==> config.mk <==
export PLATFORM = sky130hd
export DESIGN_NAME = pcsia_core
export DESIGN_NICKNAME = d
export VERILOG_FILES = /design/src/pcsia_core.v
export VERILOG_INCLUDE_DIRS = /design/src
export SDC_FILE = /design/constraint.sdc
export NUM_CORES = 1
export LEC_CHECK = 0
export BUFFER_PORTS_ARGS = -buffer_cell sky130_fd_sc_hd__buf_4
export CORE_ASPECT_RATIO = 0.8
export CORE_MARGIN = 2
export CORE_UTILIZATION = 29
export DETAILED_ROUTE_END_ITERATION = 10
export PLACE_DENSITY = 0.54
export SETUP_SLACK_MARGIN = 0.2
export SYNTH_ARGS = -nofsm -noshare
export SYNTH_HDL_FRONTEND = slang
export SYNTH_SLANG_ARGS = --single-unit
==> constraint.sdc <==
create_clock -name clk_i -period 7.85 [get_ports clk_i]
set_clock_uncertainty 0.1 [all_clocks]
set_input_delay 0.3925 -clock clk_i [delete_from_list [all_inputs] [get_ports clk_i]]
set_output_delay 0.3925 -clock clk_i [all_outputs]
set_load 0.02 [all_outputs]
==> src/pcsia_map.vh <==
`ifndef PCSIA_MAP_VH
`define PCSIA_MAP_VH

// register byte offsets on the wishbone bus
`define PCSIA_OFS_PC_LOW_BYTE 6'h00
`define PCSIA_OFS_PC_HIGH_LATCH 6'h04
`define PCSIA_OFS_INDIRECT_POINTER 6'h08
`define PCSIA_OFS_INDIRECT_WINDOW 6'h0C
`define PCSIA_OFS_BANK_CTRL 6'h10
`define PCSIA_OFS_PC_VIEW 6'h14

// widths
`define PCSIA_PC_W 13
`define PCSIA_LATCH_W 5
`define PCSIA_DADDR_W 9
`define PCSIA_LIT_W 11

// field positions
`define PCSIA_BANK_BIT 0

// reset values
`define PCSIA_RST_PC 13'h0000
`define PCSIA_RST_BYTE 8'h00
`define PCSIA_RST_LATCH 5'h00
`define PCSIA_RST_SP 3'h0

// file address at which the indirect window itself sits
`define PCSIA_WIN_FILE_ADDR 8'h00
// address the core branches to when an interrupt is taken
`define PCSIA_INT_VECTOR 13'h0004

// bus sequencer states
`define PCSIA_ST_IDLE 2'h0
`define PCSIA_ST_MEM 2'h1
`define PCSIA_ST_ACK 2'h2

`endif

==> src/pcsia_core.v <==
`include "pcsia_map.vh"
`default_nettype none

// Operation
// - 13-bit counter; low byte read and written, whole counter readable at the view offset; a bus write loads the top five bits from the latch.
// - every reset clears the whole program counter.
// - writing the low byte loads the top five bits from the latch together.
// - call and jump take the two top bits from latch bits 4 and 3.
// - return stack of eight entries, 13 bits each, outside program and data space.
// - the stack pointer is never visible or writable.
// - call and interrupt vectoring push the program counter.
// - return, return with literal and return from interrupt pop into the counter.
// - push and pop never alter the high latch.
// - the stack is circular; the ninth push overwrites the first.
// - no overflow or underflow indication exists.
// - the window has no storage; accesses go to the location the pointer selects.
// - reading the window through itself returns zero.
// - writing the window through itself stores nothing.
// - indirect address is bank bit above the 8-bit pointer, nine bits.
module pcsia_core #(
	parameter STACK_DEPTH = 8,
	parameter SP_W = 3
) (
	input wire clk_i,
	input wire rst_i,
	input wire wb_cyc_i,
	input wire wb_stb_i,
	input wire wb_we_i,
	input wire [5:0] wb_adr_i,
	input wire [3:0] wb_sel_i,
	input wire [31:0] wb_dat_i,
	output reg [31:0] wb_dat_o,
	output reg wb_ack_o,
	input wire dec_fetch_i,
	input wire dec_jump_i,
	input wire dec_call_i,
	input wire [10:0] dec_lit_i,
	input wire dec_int_i,
	input wire dec_return_i,
	input wire dec_return_with_literal_i,
	input wire dec_return_from_interrupt_i,
	output reg [12:0] pc_o,
	output reg mem_req_o,
	output reg mem_we_o,
	output reg [8:0] mem_addr_o,
	output reg [7:0] mem_wdata_o,
	input wire [7:0] mem_rdata_i
);

	function [`PCSIA_PC_W-1:0] pcsia_inc;
		input [`PCSIA_PC_W-1:0] v;
		begin
			pcsia_inc = v + 13'h0001;
		end
	endfunction

	function pcsia_hit;
		input [5:0] adr;
		input [5:0] ofs;
		begin
			pcsia_hit = (adr == ofs);
		end
	endfunction

	reg [`PCSIA_PC_W-1:0] pc_r;
	reg [`PCSIA_PC_W-1:0] pc_nxt;
	reg [`PCSIA_LATCH_W-1:0] pc_high_latch_r;
	reg [7:0] indirect_pointer_r;
	reg indirect_bank_bit_r;
	// no port or register reads this pointer back
	reg [SP_W-1:0] sp_r;
	reg [`PCSIA_PC_W-1:0] stack_r [0:STACK_DEPTH-1];
	reg [1:0] state_r;
	reg win_we_r;

	wire req = wb_cyc_i && wb_stb_i && !wb_ack_o && (state_r == `PCSIA_ST_IDLE);
	wire wr_lo = req && wb_we_i && wb_sel_i[0];
	wire hit_pcl = pcsia_hit(wb_adr_i, `PCSIA_OFS_PC_LOW_BYTE);
	wire hit_lat = pcsia_hit(wb_adr_i, `PCSIA_OFS_PC_HIGH_LATCH);
	wire hit_ptr = pcsia_hit(wb_adr_i, `PCSIA_OFS_INDIRECT_POINTER);
	wire hit_win = pcsia_hit(wb_adr_i, `PCSIA_OFS_INDIRECT_WINDOW);
	wire hit_bank = pcsia_hit(wb_adr_i, `PCSIA_OFS_BANK_CTRL);
	wire hit_view = pcsia_hit(wb_adr_i, `PCSIA_OFS_PC_VIEW);
	wire win_self = (indirect_pointer_r == `PCSIA_WIN_FILE_ADDR);
	wire do_push = dec_int_i || dec_call_i;
	wire do_pop = dec_return_i || dec_return_with_literal_i || dec_return_from_interrupt_i;
	wire [SP_W-1:0] sp_dec = sp_r - {{(SP_W-1){1'b0}}, 1'b1};

	// interrupt, call, jump and pop outrank a bus write of the low byte landing in the same cycle; the write outranks a fetch
	always @* begin
		pc_nxt = pc_r;
		if (dec_int_i) begin
			pc_nxt = `PCSIA_INT_VECTOR;
		end else if (dec_call_i || dec_jump_i) begin
			pc_nxt = {pc_high_latch_r[4:3], dec_lit_i};
		end else if (do_pop) begin
			// wraps silently to whatever entry sits below the pointer
			pc_nxt = stack_r[sp_dec];
		end else if (wr_lo && hit_pcl) begin
			pc_nxt = {pc_high_latch_r, wb_dat_i[7:0]};
		end else if (dec_fetch_i) begin
			pc_nxt = pcsia_inc(pc_r);
		end
	end

	always @(posedge clk_i) begin
		if (rst_i) begin
			pc_r <= `PCSIA_RST_PC;
			pc_o <= `PCSIA_RST_PC;
		end else begin
			pc_r <= pc_nxt;
			pc_o <= pc_nxt;
		end
	end

	// stack pointer only moves; nothing flags wrap in either direction
	always @(posedge clk_i) begin
		if (rst_i) begin
			sp_r <= `PCSIA_RST_SP;
		end else if (do_push) begin
			stack_r[sp_r] <= pc_r;
			sp_r <= sp_r + {{(SP_W-1){1'b0}}, 1'b1};
		end else if (do_pop) begin
			sp_r <= sp_dec;
		end
	end

	// the latch is written only by the bus, never by stack traffic
	always @(posedge clk_i) begin
		if (rst_i) begin
			pc_high_latch_r <= `PCSIA_RST_LATCH;
			indirect_pointer_r <= `PCSIA_RST_BYTE;
			indirect_bank_bit_r <= 1'b0;
		end else if (wr_lo) begin
			if (hit_lat) begin
				pc_high_latch_r <= wb_dat_i[`PCSIA_LATCH_W-1:0];
			end
			if (hit_ptr) begin
				indirect_pointer_r <= wb_dat_i[7:0];
			end
			if (hit_bank) begin
				indirect_bank_bit_r <= wb_dat_i[`PCSIA_BANK_BIT];
			end
		end
	end

	// bus sequencer: plain registers ack one edge after the request,
	// window accesses that reach memory ack two edges after it
	always @(posedge clk_i) begin
		if (rst_i) begin
			state_r <= `PCSIA_ST_IDLE;
			wb_ack_o <= 1'b0;
			wb_dat_o <= 32'h00000000;
			mem_req_o <= 1'b0;
			mem_we_o <= 1'b0;
			mem_addr_o <= 9'h000;
			mem_wdata_o <= `PCSIA_RST_BYTE;
			win_we_r <= 1'b0;
		end else begin
			wb_ack_o <= 1'b0;
			mem_req_o <= 1'b0;
			mem_we_o <= 1'b0;
			case (state_r)
				`PCSIA_ST_IDLE: begin
					if (req) begin
						wb_dat_o <= 32'h00000000;
						if (hit_win && !win_self) begin
							mem_req_o <= 1'b1;
							mem_we_o <= wb_we_i && wb_sel_i[0];
							mem_addr_o <= {indirect_bank_bit_r, indirect_pointer_r};
							mem_wdata_o <= wb_dat_i[7:0];
							win_we_r <= wb_we_i;
							state_r <= `PCSIA_ST_MEM;
						end else begin
							// plain registers, unmapped offsets and a window aimed at itself; a self-aimed window read gives zero, its write is dropped
							wb_ack_o <= 1'b1;
							if (!wb_we_i) begin
								if (hit_pcl) begin
									wb_dat_o <= {24'h000000, pc_r[7:0]};
								end else if (hit_lat) begin
									wb_dat_o <= {27'h0000000, pc_high_latch_r};
								end else if (hit_ptr) begin
									wb_dat_o <= {24'h000000, indirect_pointer_r};
								end else if (hit_bank) begin
									wb_dat_o <= {31'h00000000, indirect_bank_bit_r};
								end else if (hit_view) begin
									wb_dat_o <= {19'h00000, pc_r};
								end
							end
						end
					end
				end
				`PCSIA_ST_MEM: begin
					wb_ack_o <= 1'b1;
					wb_dat_o <= win_we_r ? 32'h00000000 : {24'h000000, mem_rdata_i};
					state_r <= `PCSIA_ST_ACK;
				end
				`PCSIA_ST_ACK: begin
					state_r <= `PCSIA_ST_IDLE;
				end
				default: begin
					state_r <= `PCSIA_ST_IDLE;
				end
			endcase
		end
	end

endmodule

`default_nettype wire

* After elaboration in Yosys (flattened, before gate mapping)
Memories as Yosys holds them, arrays and structs flattened.
Cells that the tools add are included.
** Operators by class
- Bitwise logic cells :: 3
- Multiply operators :: 0
- Div/mod/pow operators :: 0
- Equality and inequality tests :: 8
- Shift-type cells :: 0
- Reductions and logical operators :: 30
- Mux-type cells :: 27
- $lt $le $gt $ge :: 0
- Add/sub/neg operators :: 3
** Operators with widths (number)
- 2-to-1 mux 13 bit :: 11
- case mux 32 bit (2 select lines) :: 1
- 2-to-1 mux 32 bit :: 1
- adder 13 x 1 -> 13 bit, second input constant :: 1
- equality test 6 x 4 -> 1 bit, second input constant :: 2
- equality test 6 x 5 -> 1 bit, second input constant :: 2
- AND reduction 2 bit :: 5
- 2-to-1 mux 3 bit :: 3
- logical AND 1 bit :: 8
- logical NOT 8 bit :: 1
- 2-to-1 mux 8 bit :: 1
- equality test 6 x 3 -> 1 bit, second input constant :: 1
- logical NOT 6 bit :: 1
- 2-to-1 mux 1 bit :: 6
- nonzero test 5 bit :: 1
- logical OR 1 bit :: 4
- 2-to-1 mux 2 bit :: 2
- case mux 2 bit (2 select lines) :: 1
- nonzero test 2 bit :: 2
- nonzero test 4 bit :: 1
- OR reduction 4 bit :: 1
- adder 3 x 1 -> 3 bit, second input constant :: 1
- inverter 1 bit :: 3
- AND reduction 3 bit :: 1
- 9 further kinds :: 10
** Word-level totals
- Memory bits (read-only) :: 0
- Bits in registers :: 85
- Bits of input ports :: 73
- Latch bits :: 0
- RAM bits :: 104
- Memories :: 1
- Logic and storage cells :: 86
** Memories
- stack_r :: depth 8, width 13, read ports 1, clocked after memory_dff 0, wr ports 1, line pcsia_core.v:72 : reg [`PCSIA_PC_W-1:0] stack_r [0:STACK_DEPTH-1];

* Longest topological paths before layout
Gate-level depths: netlist of run 1.
- Depth in word-level cells :: 10
- Gate-level depth with buffers :: 10

* Worst setup path after synthesis of run 1
OpenSTA, ideal clock, no wires.
- Path kind :: flip-flop to flip-flop
- Start :: register sp_r[0]
- End :: register pc_r[7]
- Required time :: 7.629 ns
- Library setup time :: 0.121 ns
- Stages on the path, launching flop included :: 10
- Arrival time :: 2.491 ns
- Slack :: 5.138 ns
- Buffers on the path :: 2
- Cell sequence :: dfxtp_1 -> buf_2 -> clkinv_1 -> ha_1 -> xor2_4 -> buf_6 -> mux4_2 -> mux2_2 -> nor3_1 -> nor3_1
** Between the ends
- Word-level cells in the longest chain between the ends :: 4
** Ends and longest elaborated chain
- from (decl) :: line pcsia_core.v:71 : reg [SP_W-1:0] sp_r;
- from (signal assigned) :: line pcsia_core.v:119 : sp_r <= `PCSIA_RST_SP;
- from (signal assigned) :: line pcsia_core.v:122 : sp_r <= sp_r + {{(SP_W-1){1'b0}}, 1'b1};
- from (signal assigned) :: line pcsia_core.v:124 : sp_r <= sp_dec;
- subtractor 3 x 1 -> 3 bit :: line pcsia_core.v:87 : wire [SP_W-1:0] sp_dec = sp_r - {{(SP_W-1){1'b0}}, 1'b1};
- memory read (8 x 13 bit)
- 2-to-1 mux 13 bit :: line pcsia_core.v:96 : end else if (do_pop) begin
- 2-to-1 mux 13 bit :: line pcsia_core.v:94 : end else if (dec_call_i || dec_jump_i) begin
- to (signal assigned) :: line pcsia_core.v:108 : pc_r <= `PCSIA_RST_PC;
- to (signal assigned) :: line pcsia_core.v:111 : pc_r <= pc_nxt;
- to (decl) :: line pcsia_core.v:65 : reg [`PCSIA_PC_W-1:0] pc_r;
No other way between the ends.
A chain may end at the register's enable or synchronous reset.

* Final worst setup path of run 1
- Start :: register sp_r[0]
- End :: register pc_r[0]
The elaborated chain is that of the path after synthesis.

==> flow_metrics.py, run 1 <==
metrics = {
    "run_status": {
        "status": "completed",
    },
    "drt": {
        "drt-vias-per-instance": 5.00,
        "drtIter0Drc": 350,
        "routed-via-count": 5014,
        "firstDrtPassIters": 5,
        "wire_per_inst_um": 19.6,
        "wirelength_um": 19700,
        "drc": 0,
        "antenna_left": 0,
    },
    "final_layout": {
        "drive_above_1_share": 0.268,
        "antenna_cells": 0,
        "fill_cells": 2426,
        "final_util": 0.356,
        "area_delta_synth_final_pct": 21.1,
        "fin_nets": 742,
    },
    "timing": {
        "rsz0062_at_grt": "no",
        "setup_slack_ns": 4.86,
        "timing.slew.headroom": 0.267,
        "period_share": 0.381,
        "maxSlewViolCount": 0,
        "setup_viol": 0,
        "tightestPinTransition_ns": 1.10,
        "setup-tns-final_ns": 0,
        "fin_crit_ns": 2.99,
        "fmax_mhz": 334,
        "holdWs_ns": 0.0833,
        "hold_viol": 0,
    },
    "min_path": {
        "holdPathEnd": "pc_r[4]",
        "hp-start": "dec_lit_i[4]",
        "hp-class": "in2reg",
        "whs_path_depth": 2,
    },
    "global_routing": {
        "antenna_found_initial": 0,
        "grt_pass1_wl_um": 29600,
        "grt_pass1_vias": 4775,
        "grt_max_degree": 57,
        "grt_overflow": 0,
        "track_usage": 0.149,
    },
    "synth": {
        "ys_types": 59,
        "ys_warn_count": 0,
        "synth.most_common_cell": "edfxtp_1",
        "yosysSeqAreaShare": 0.601,
        "synth_top_area_share": 0.423,
        "synth_area_leaders": "edfxtp_1 (42%), dfxtp_1 (18%), mux4_2 (7.3%), mux2i_1 (4.1%), nor2_1 (2.6%)",
        "ys_ff_latch": 170,
        "synth.largest_area_cell": "edfxtp_1",
        "yosys.area_share.simple": 0.127,
        "synth_top_cells_by_count": "edfxtp_1 (104), dfxtp_1 (66), nor2_1 (52)",
        "synth_top_family_by_area": "simple AND/OR/NAND/NOR gates",
        "synthAdderAreaFrac": 0.00508,
        "yosys.area_share.xor_xnor": 0.0203,
        "synthCells": 581,
        "synthArstFlopShare": 0,
        "synthesis.area_um2": 7390,
        "synth_ff_type": "edfxtp_1",
        "synth_compound_area_frac": 0.0833,
        "syn_avg_cell_area_um2": 12.7,
        "synth_edf_count": 104,
        "synth.area.mux_share": 0.118,
    },
    "worst_setup_path": {
        "cp_max_fo": 15,
        "cp_data_arrival_time_ns": 3.22,
        "rrSetupSlack_ns": 4.86,
        "required_ns": 8.08,
        "ff2ff_path_depth": 8,
        "cp-end-kind": "flip-flop",
        "r2r_start": "sp_r[0]",
        "path_class": "reg2reg",
        "cp-start-kind": "flip-flop",
        "r2r_end": "pc_r[0]",
    },
    "cts": {
        "clock-sinks": 170,
        "clk_path_buf_depth": 2,
        "ctsResizeCount": 0,
        "ctsRootBufferMaster": "clkbuf_16",
        "cts_setup_buffers": 0,
        "clk_pin_slew_ns": 0.07,
        "htree_levels": 4,
        "cts_tree": "yes",
        "tritoncts.num_buffers": 17,
        "clock_latency_ns": 0.44,
        "ctsHoldBuffers": 0,
    },
    "die": {
        "initial_core_util": 0.293,
        "die_h_um": 147,
        "io_pins": 138,
        "core_um2": 25200,
        "rows": 52,
        "die_area_um2": 26800,
        "die_x_um": 182,
    },
    "power": {
        "clockPowerShare": 0.408,
        "ir_drop_uv": 163,
        "p_comb_frac": 0.112,
        "power_leakage_nw": 3.18,
        "power_mw": 2.08,
        "p_int_mw": 1.51,
        "sw_frac_of_total": 0.275,
        "switching_power_uw": 572,
        "p_per_area_nw_per_um2": 232,
        "seqPwrFrac": 0.479,
    },
    "placement": {
        "hpwl_um": 13500,
        "dp_slack_ns": 4.82,
        "port-buffer-count": 91,
        "place_congestion": 0.793,
    },
    "job": {
        "cap_violations": 0,
    },
}
sequential cells by signal, indices dropped and copies added (netlist names), 2 cells and up:
| signal | cells |
|---|---|
| state_r | 2 |
| wb_dat_o | 13 |
| indirect_pointer_r | 8 |
| pc_r | 13 |
| mem_addr_o | 9 |
| mem_wdata_o | 8 |
| stack_r | 104 |
| pc_high_latch_r | 5 |
| sp_r | 3 |
metal layers:
metal / GRT usage / part of all wire / up-vias
met5: 0 / 0 / -
met4: 0.0504 / 0.018 / 0
met3: 0.0369 / 0.053 / 23
met2: 0.210 / 0.42 / 158
met1: 0.222 / 0.51 / 2482
li1: - / - / 2351
logic make-up (layout without fill, tap and decap cells):
group                    count (synthesis)  in the layout
AO/OA/AOI/OAI                           89             89
XOR/XNOR                                15             15
adder cells (fa/ha/maj)                  3              3
buffers and inverters                   57            137
flip-flops                             170            170
multiplexers                            57             57
other                                    1             19
AND/OR/NAND/NOR                        189            189
power groups by stage:
| stage | clock network (mW) | logic, mW | registers [mW] |
|---|---|---|---|
| 2_1_floorplan | 0 | 0.163 | 1.01 |
| 4_1_cts | 0.869 | 0.237 | 0.998 |
| 6_report | 0.849 | 0.233 | 0.997 |
| 5_1_grt | 0.906 | 0.251 | 1.00 |
| 3_5_place_dp | 0 | 0.236 | 1.02 |
| 3_3_place_gp | 0 | 0.235 | 1.02 |
cells in the final DEF (no fill, tap or decap), types with 4 or more instances in the layout:
| master | Yosys | layout |
|---|---|---|
| nor3_1 | 23 | 20 |
| xor2_1 | 8 | 8 |
| a31oi_1 | 6 | 6 |
| nand3_1 | 26 | 26 |
| o21ai_0 | 9 | 9 |
| or2_2 | 4 | 4 |
| mux2i_1 | 30 | 30 |
| a21oi_1 | 28 | 28 |
| a211oi_1 | 5 | 5 |
| and3_1 | 5 | 5 |
| o2bb2ai_1 | 5 | 5 |
| a22oi_1 | 7 | 7 |
| inv_8 | 0 | 7 |
| a32o_1 | 4 | 4 |
| nor2_2 | 1 | 5 |
| nand4_1 | 7 | 7 |
| edfxtp_1 | 104 | 104 |
| dfxtp_1 | 66 | 66 |
| clkinv_8 | 0 | 4 |
| nor4_1 | 5 | 5 |
| mux4_2 | 24 | 24 |
| a221oi_1 | 4 | 4 |
| nor2_1 | 52 | 48 |
| clkbuf_16 | 0 | 17 |
| nand2b_1 | 5 | 5 |
| inv_1 | 4 | 4 |
| xnor2_1 | 6 | 6 |
| nor2b_1 | 5 | 5 |
| conb_1 | 1 | 19 |
| nand2_1 | 40 | 40 |
| buf_4 | 21 | 100 |
| o211ai_1 | 4 | 4 |
how the worst max path moves through the flow:
| stage | from | end | slack (ns) | cells past startpoint |
|---|---|---|---|---|
| after floorplan | sp_r[0] | pc_r[7] | 5.14 | 9 |
| final | sp_r[0] | pc_r[0] | 4.86 | 8 |
| after global routing | sp_r[0] | pc_r[7] | 4.64 | 8 |
| after global placement | sp_r[0] | pc_r[7] | 4.85 | 8 |
| after detailed placement | sp_r[0] | pc_r[7] | 4.82 | 8 |
| after CTS | sp_r[0] | pc_r[7] | 4.81 | 8 |
through the flow:
stage	cells	instance area (um^2)
after floorplan	599	7460
after global placement	971	8340
after detailed placement	971	8340
after CTS	1003	8950
after global routing	1003	8950
final	1003	8950
critical path: stages (launching register included):
cell and delay [ns]:
dfxtp_1 0.33, clkinv_1 0.30, ha_1 0.40, xor2_4 0.33
buf_4 0.38, mux4_2 0.56, nand2_1 0.10, nand3_1 0.10
a32o_1 0.28
area by class of cell:
type | instances | area [um^2] | area share
Clock buffer | 17 | 425 | 0.0475
Clock inverter | 15 | 183 | 0.0204
Inverter | 5 | 18.8 | 0.00210
Multi-Input combinational cell | 372 | 2730 | 0.304
Sequential cell | 170 | 4440 | 0.496
Tap cell | 324 | 405 | 0.0453
Timing Repair Buffer | 100 | 751 | 0.0839
Power figures use the tool's default switching activity.
==> inputs of run 2 (changes only) <==
--- a/config.mk
+++ b/config.mk
@@ -6,12 +6,13 @@
 export SDC_FILE = /design/constraint.sdc
 export NUM_CORES = 1
 export LEC_CHECK = 0
+export ABC_AREA = 1
 export BUFFER_PORTS_ARGS = -buffer_cell sky130_fd_sc_hd__buf_4
 export CORE_ASPECT_RATIO = 0.8
 export CORE_MARGIN = 2
 export CORE_UTILIZATION = 29
 export DETAILED_ROUTE_END_ITERATION = 10
-export PLACE_DENSITY = 0.54
+export PLACE_DENSITY = 0.56
 export SETUP_SLACK_MARGIN = 0.2
 export SYNTH_ARGS = -nofsm -noshare
 export SYNTH_HDL_FRONTEND = slang
==> constraint.sdc (replaced) <==
create_clock -name clk_i -period 2.6 [get_ports clk_i]
set_clock_uncertainty 0.1 [all_clocks]
set_input_delay 0.13 -clock clk_i [delete_from_list [all_inputs] [get_ports clk_i]]
set_output_delay 0.13 -clock clk_i [all_outputs]
set_load 0.02 [all_outputs]
==> flow_metrics.py, run 2 <==
metrics = {
    "placement": {
        "port-buffer-count": 91,
        "place_congestion": 0.891,
        "dp_slack_ns": 0.273,
        "hpwl_um": 15000,
    },
    "cts": {
        "clk_path_buf_depth": 2,
        "clk_pin_slew_ns": 0.07,
        "tritoncts.num_buffers": 17,
        "clock_latency_ns": 0.43,
        "clock-sinks": 170,
        "cts_tree": "yes",
        "htree_levels": 4,
        "ctsRootBufferMaster": "clkbuf_16",
        "cts_setup_buffers": 0,
    },
    "worst_setup_path": {
        "ff2ff_path_depth": 6,
        "path_class": "reg2reg",
        "r2r_end": "pc_r[7]",
        "crit_top_cell": "a21oi_1",
        "rrSetupSlack_ns": 0.39,
        "cp_max_fo": 7,
        "cpPeakStageDelay_ns": 0.56,
        "critical_path_buf_inv_count": 0,
        "r2r_start": "pc_r[0]",
        "crit_chain": "nand3_1, nor3_1, a21oi_1, o21ai_0, nand2_1, a21oi_1",
        "crit_path_end": "pc_r[7]",
        "crit_start": "pc_r[0]",
        "cpMaxStageDelayCell": "dfxtp_1",
        "required_ns": 2.87,
        "cp-start-kind": "flip-flop",
        "cp_num_cells": 6,
        "cp-end-kind": "flip-flop",
        "crit_family": "simple AND/OR/NAND/NOR gates",
        "cp_data_arrival_time_ns": 2.48,
    },
    "final_layout": {
        "final_util": 0.380,
        "final_cell_mix": "o21ai_0 (129), nor2_1 (128), buf_4 (125)",
        "layout_commonest_cell": "o21ai_0",
        "antenna_cells": 0,
        "top_register": "stack_r",
        "reg.largest.list": "stack_r: 104 flops, pc_r: 13 flops, wb_dat_o: 13 flops",
        "area_delta_synth_final_pct": 27.6,
        "fin_nets": 1056,
        "largest_reg_flops": 104,
        "drive_above_1_share": 0.178,
    },
    "global_routing": {
        "grt_pass1_vias": 6087,
        "grtUsageMet1": 0.245,
        "grt_max_degree": 56,
        "antenna_found_initial": 0,
        "use_met2": 0.235,
        "track_usage": 0.165,
        "grt_pass1_wl_um": 34300,
        "grt_overflow": 0,
        "use_met3": 0.0416,
        "top_usage_layer": "met1",
    },
    "synth": {
        "synth_top_area_share": 0.411,
        "ys_ff_latch": 170,
        "synthArstFlopShare": 0,
        "syn_avg_cell_area_um2": 9.06,
        "synth_edf_count": 104,
        "yosysSeqAreaShare": 0.585,
        "ys_types": 33,
        "synthesis.area_um2": 7590,
        "synthCells": 838,
        "synth_area_leaders": "edfxtp_1 (41%), dfxtp_1 (17%), o21ai_0 (8.5%), nor2_1 (6.4%), nand2_1 (5.4%)",
        "synth.largest_area_cell": "edfxtp_1",
        "synth_top_cells_by_count": "nor2_1 (129), o21ai_0 (129), nand2_1 (109)",
        "ys_warn_count": 0,
        "synth_ff_type": "edfxtp_1",
    },
    "timing": {
        "setup_viol": 0,
        "tightestPinTransition_ns": 0.800,
        "setup-tns-final_ns": 0,
        "hold_viol": 0,
        "timing.slew.headroom": 0.464,
        "holdWs_ns": 0.0188,
        "fmax_mhz": 453,
        "maxSlewViolCount": 0,
        "setup_slack_ns": 0.393,
        "period_share": 0.849,
        "fin_crit_ns": 2.21,
        "rsz0062_at_grt": "no",
    },
    "job": {
        "cap_violations": 0,
    },
    "power": {
        "ir_drop_uv": 472,
        "power_mw": 6.43,
        "power_leakage_nw": 3.72,
        "p_per_area_nw_per_um2": 664,
    },
    "die": {
        "core_um2": 25500,
        "initial_core_util": 0.298,
        "rows": 52,
        "die_area_um2": 27500,
        "io_pins": 138,
        "die_h_um": 149,
        "die_x_um": 185,
    },
    "run_status": {
        "status": "completed",
    },
    "drt": {
        "routed-via-count": 6398,
        "drc": 0,
        "drtIter0Drc": 507,
        "antenna_left": 0,
        "wirelength_um": 22200,
        "drt-vias-per-instance": 4.76,
        "firstDrtPassIters": 6,
        "wire_per_inst_um": 16.5,
    },
    "min_path": {
        "hp-class": "in2reg",
        "whs_path_depth": 4,
    },
}
==> run 2: cell count changes after synthesis, moves of 30 or more <==
cell,before,now
o21ai_0,9,129
nor2_1,52,129
nand2_1,40,109
inv_1,4,68
a21oi_1,28,71
mux2i_1,30,0
==> run 2: timing repair <==
item,CTS,global route
hold endpoints to repair,53,0
resized for setup,0,2
hold buffers,35,0
setup endpoints to repair,0,5
==> run 2: worst min-delay path by stage <==
stage,from,to
after detailed placement,dec_lit_i[0],pc_r[0]
after CTS,dec_lit_i[9],pc_r[9]
after floorplan,wb_we_i,mem_we_o
after global routing,dec_lit_i[9],pc_r[9]
final,dec_lit_i[9],pc_r[9]
after global placement,mem_rdata_i[0],wb_dat_o[0]
==> run 2: cells by family after synthesis <==
family / count (synthesis) / synth area share
compound gates: 228 / 0.159
xor+xnor: 3 / 0.00346
fa+ha+maj: 3 / 0.00494
buf+inv: 126 / 0.0750
flops: 170 / 0.585
other cells: 1 / 0.000494
simple gates: 307 / 0.172
==> run 2: layout make-up <==
cell class              instances  area, um^2
clock buffers                  17         425
clock inverters                15         171
fillers                      2591       15800
inverters                      71         267
multi-input cells             560        2650
flip-flops and latches        170        4440
well taps                     351         439
repair buffers                160        1290
==> run 2: per-stage QoR <==
stage	area [um^2]	cells
finish	9690	1344
global route	9690	1344
CTS	9680	1344
detailed placement	8730	1277
global placement	8730	1277
floorplan	7660	856
==> run 2: worst register-to-register path: cells and delay by family (launching register included) <==
kind             cells  cell delay, ns
AO/OA/AOI/OAI        3            0.59
flip-flops           1            0.56
AND/OR/NAND/NOR      3            0.90
==> run 2: power by group <==
part / switching (mW) / internal (mW)
registers: 0.0442 / 2.93
logic: 0.569 / 0.314
clock network: 1.20 / 1.38
total: 1.81 / 4.63
==> run 2: per-layer routing <==
metal	vias up	wire (um)	part of all wire
li1	3120	-	-
met1	3018	10900	0.49
met2	241	9310	0.42
met3	19	1630	0.073
met4	0	334	0.015
met5	-	0	0
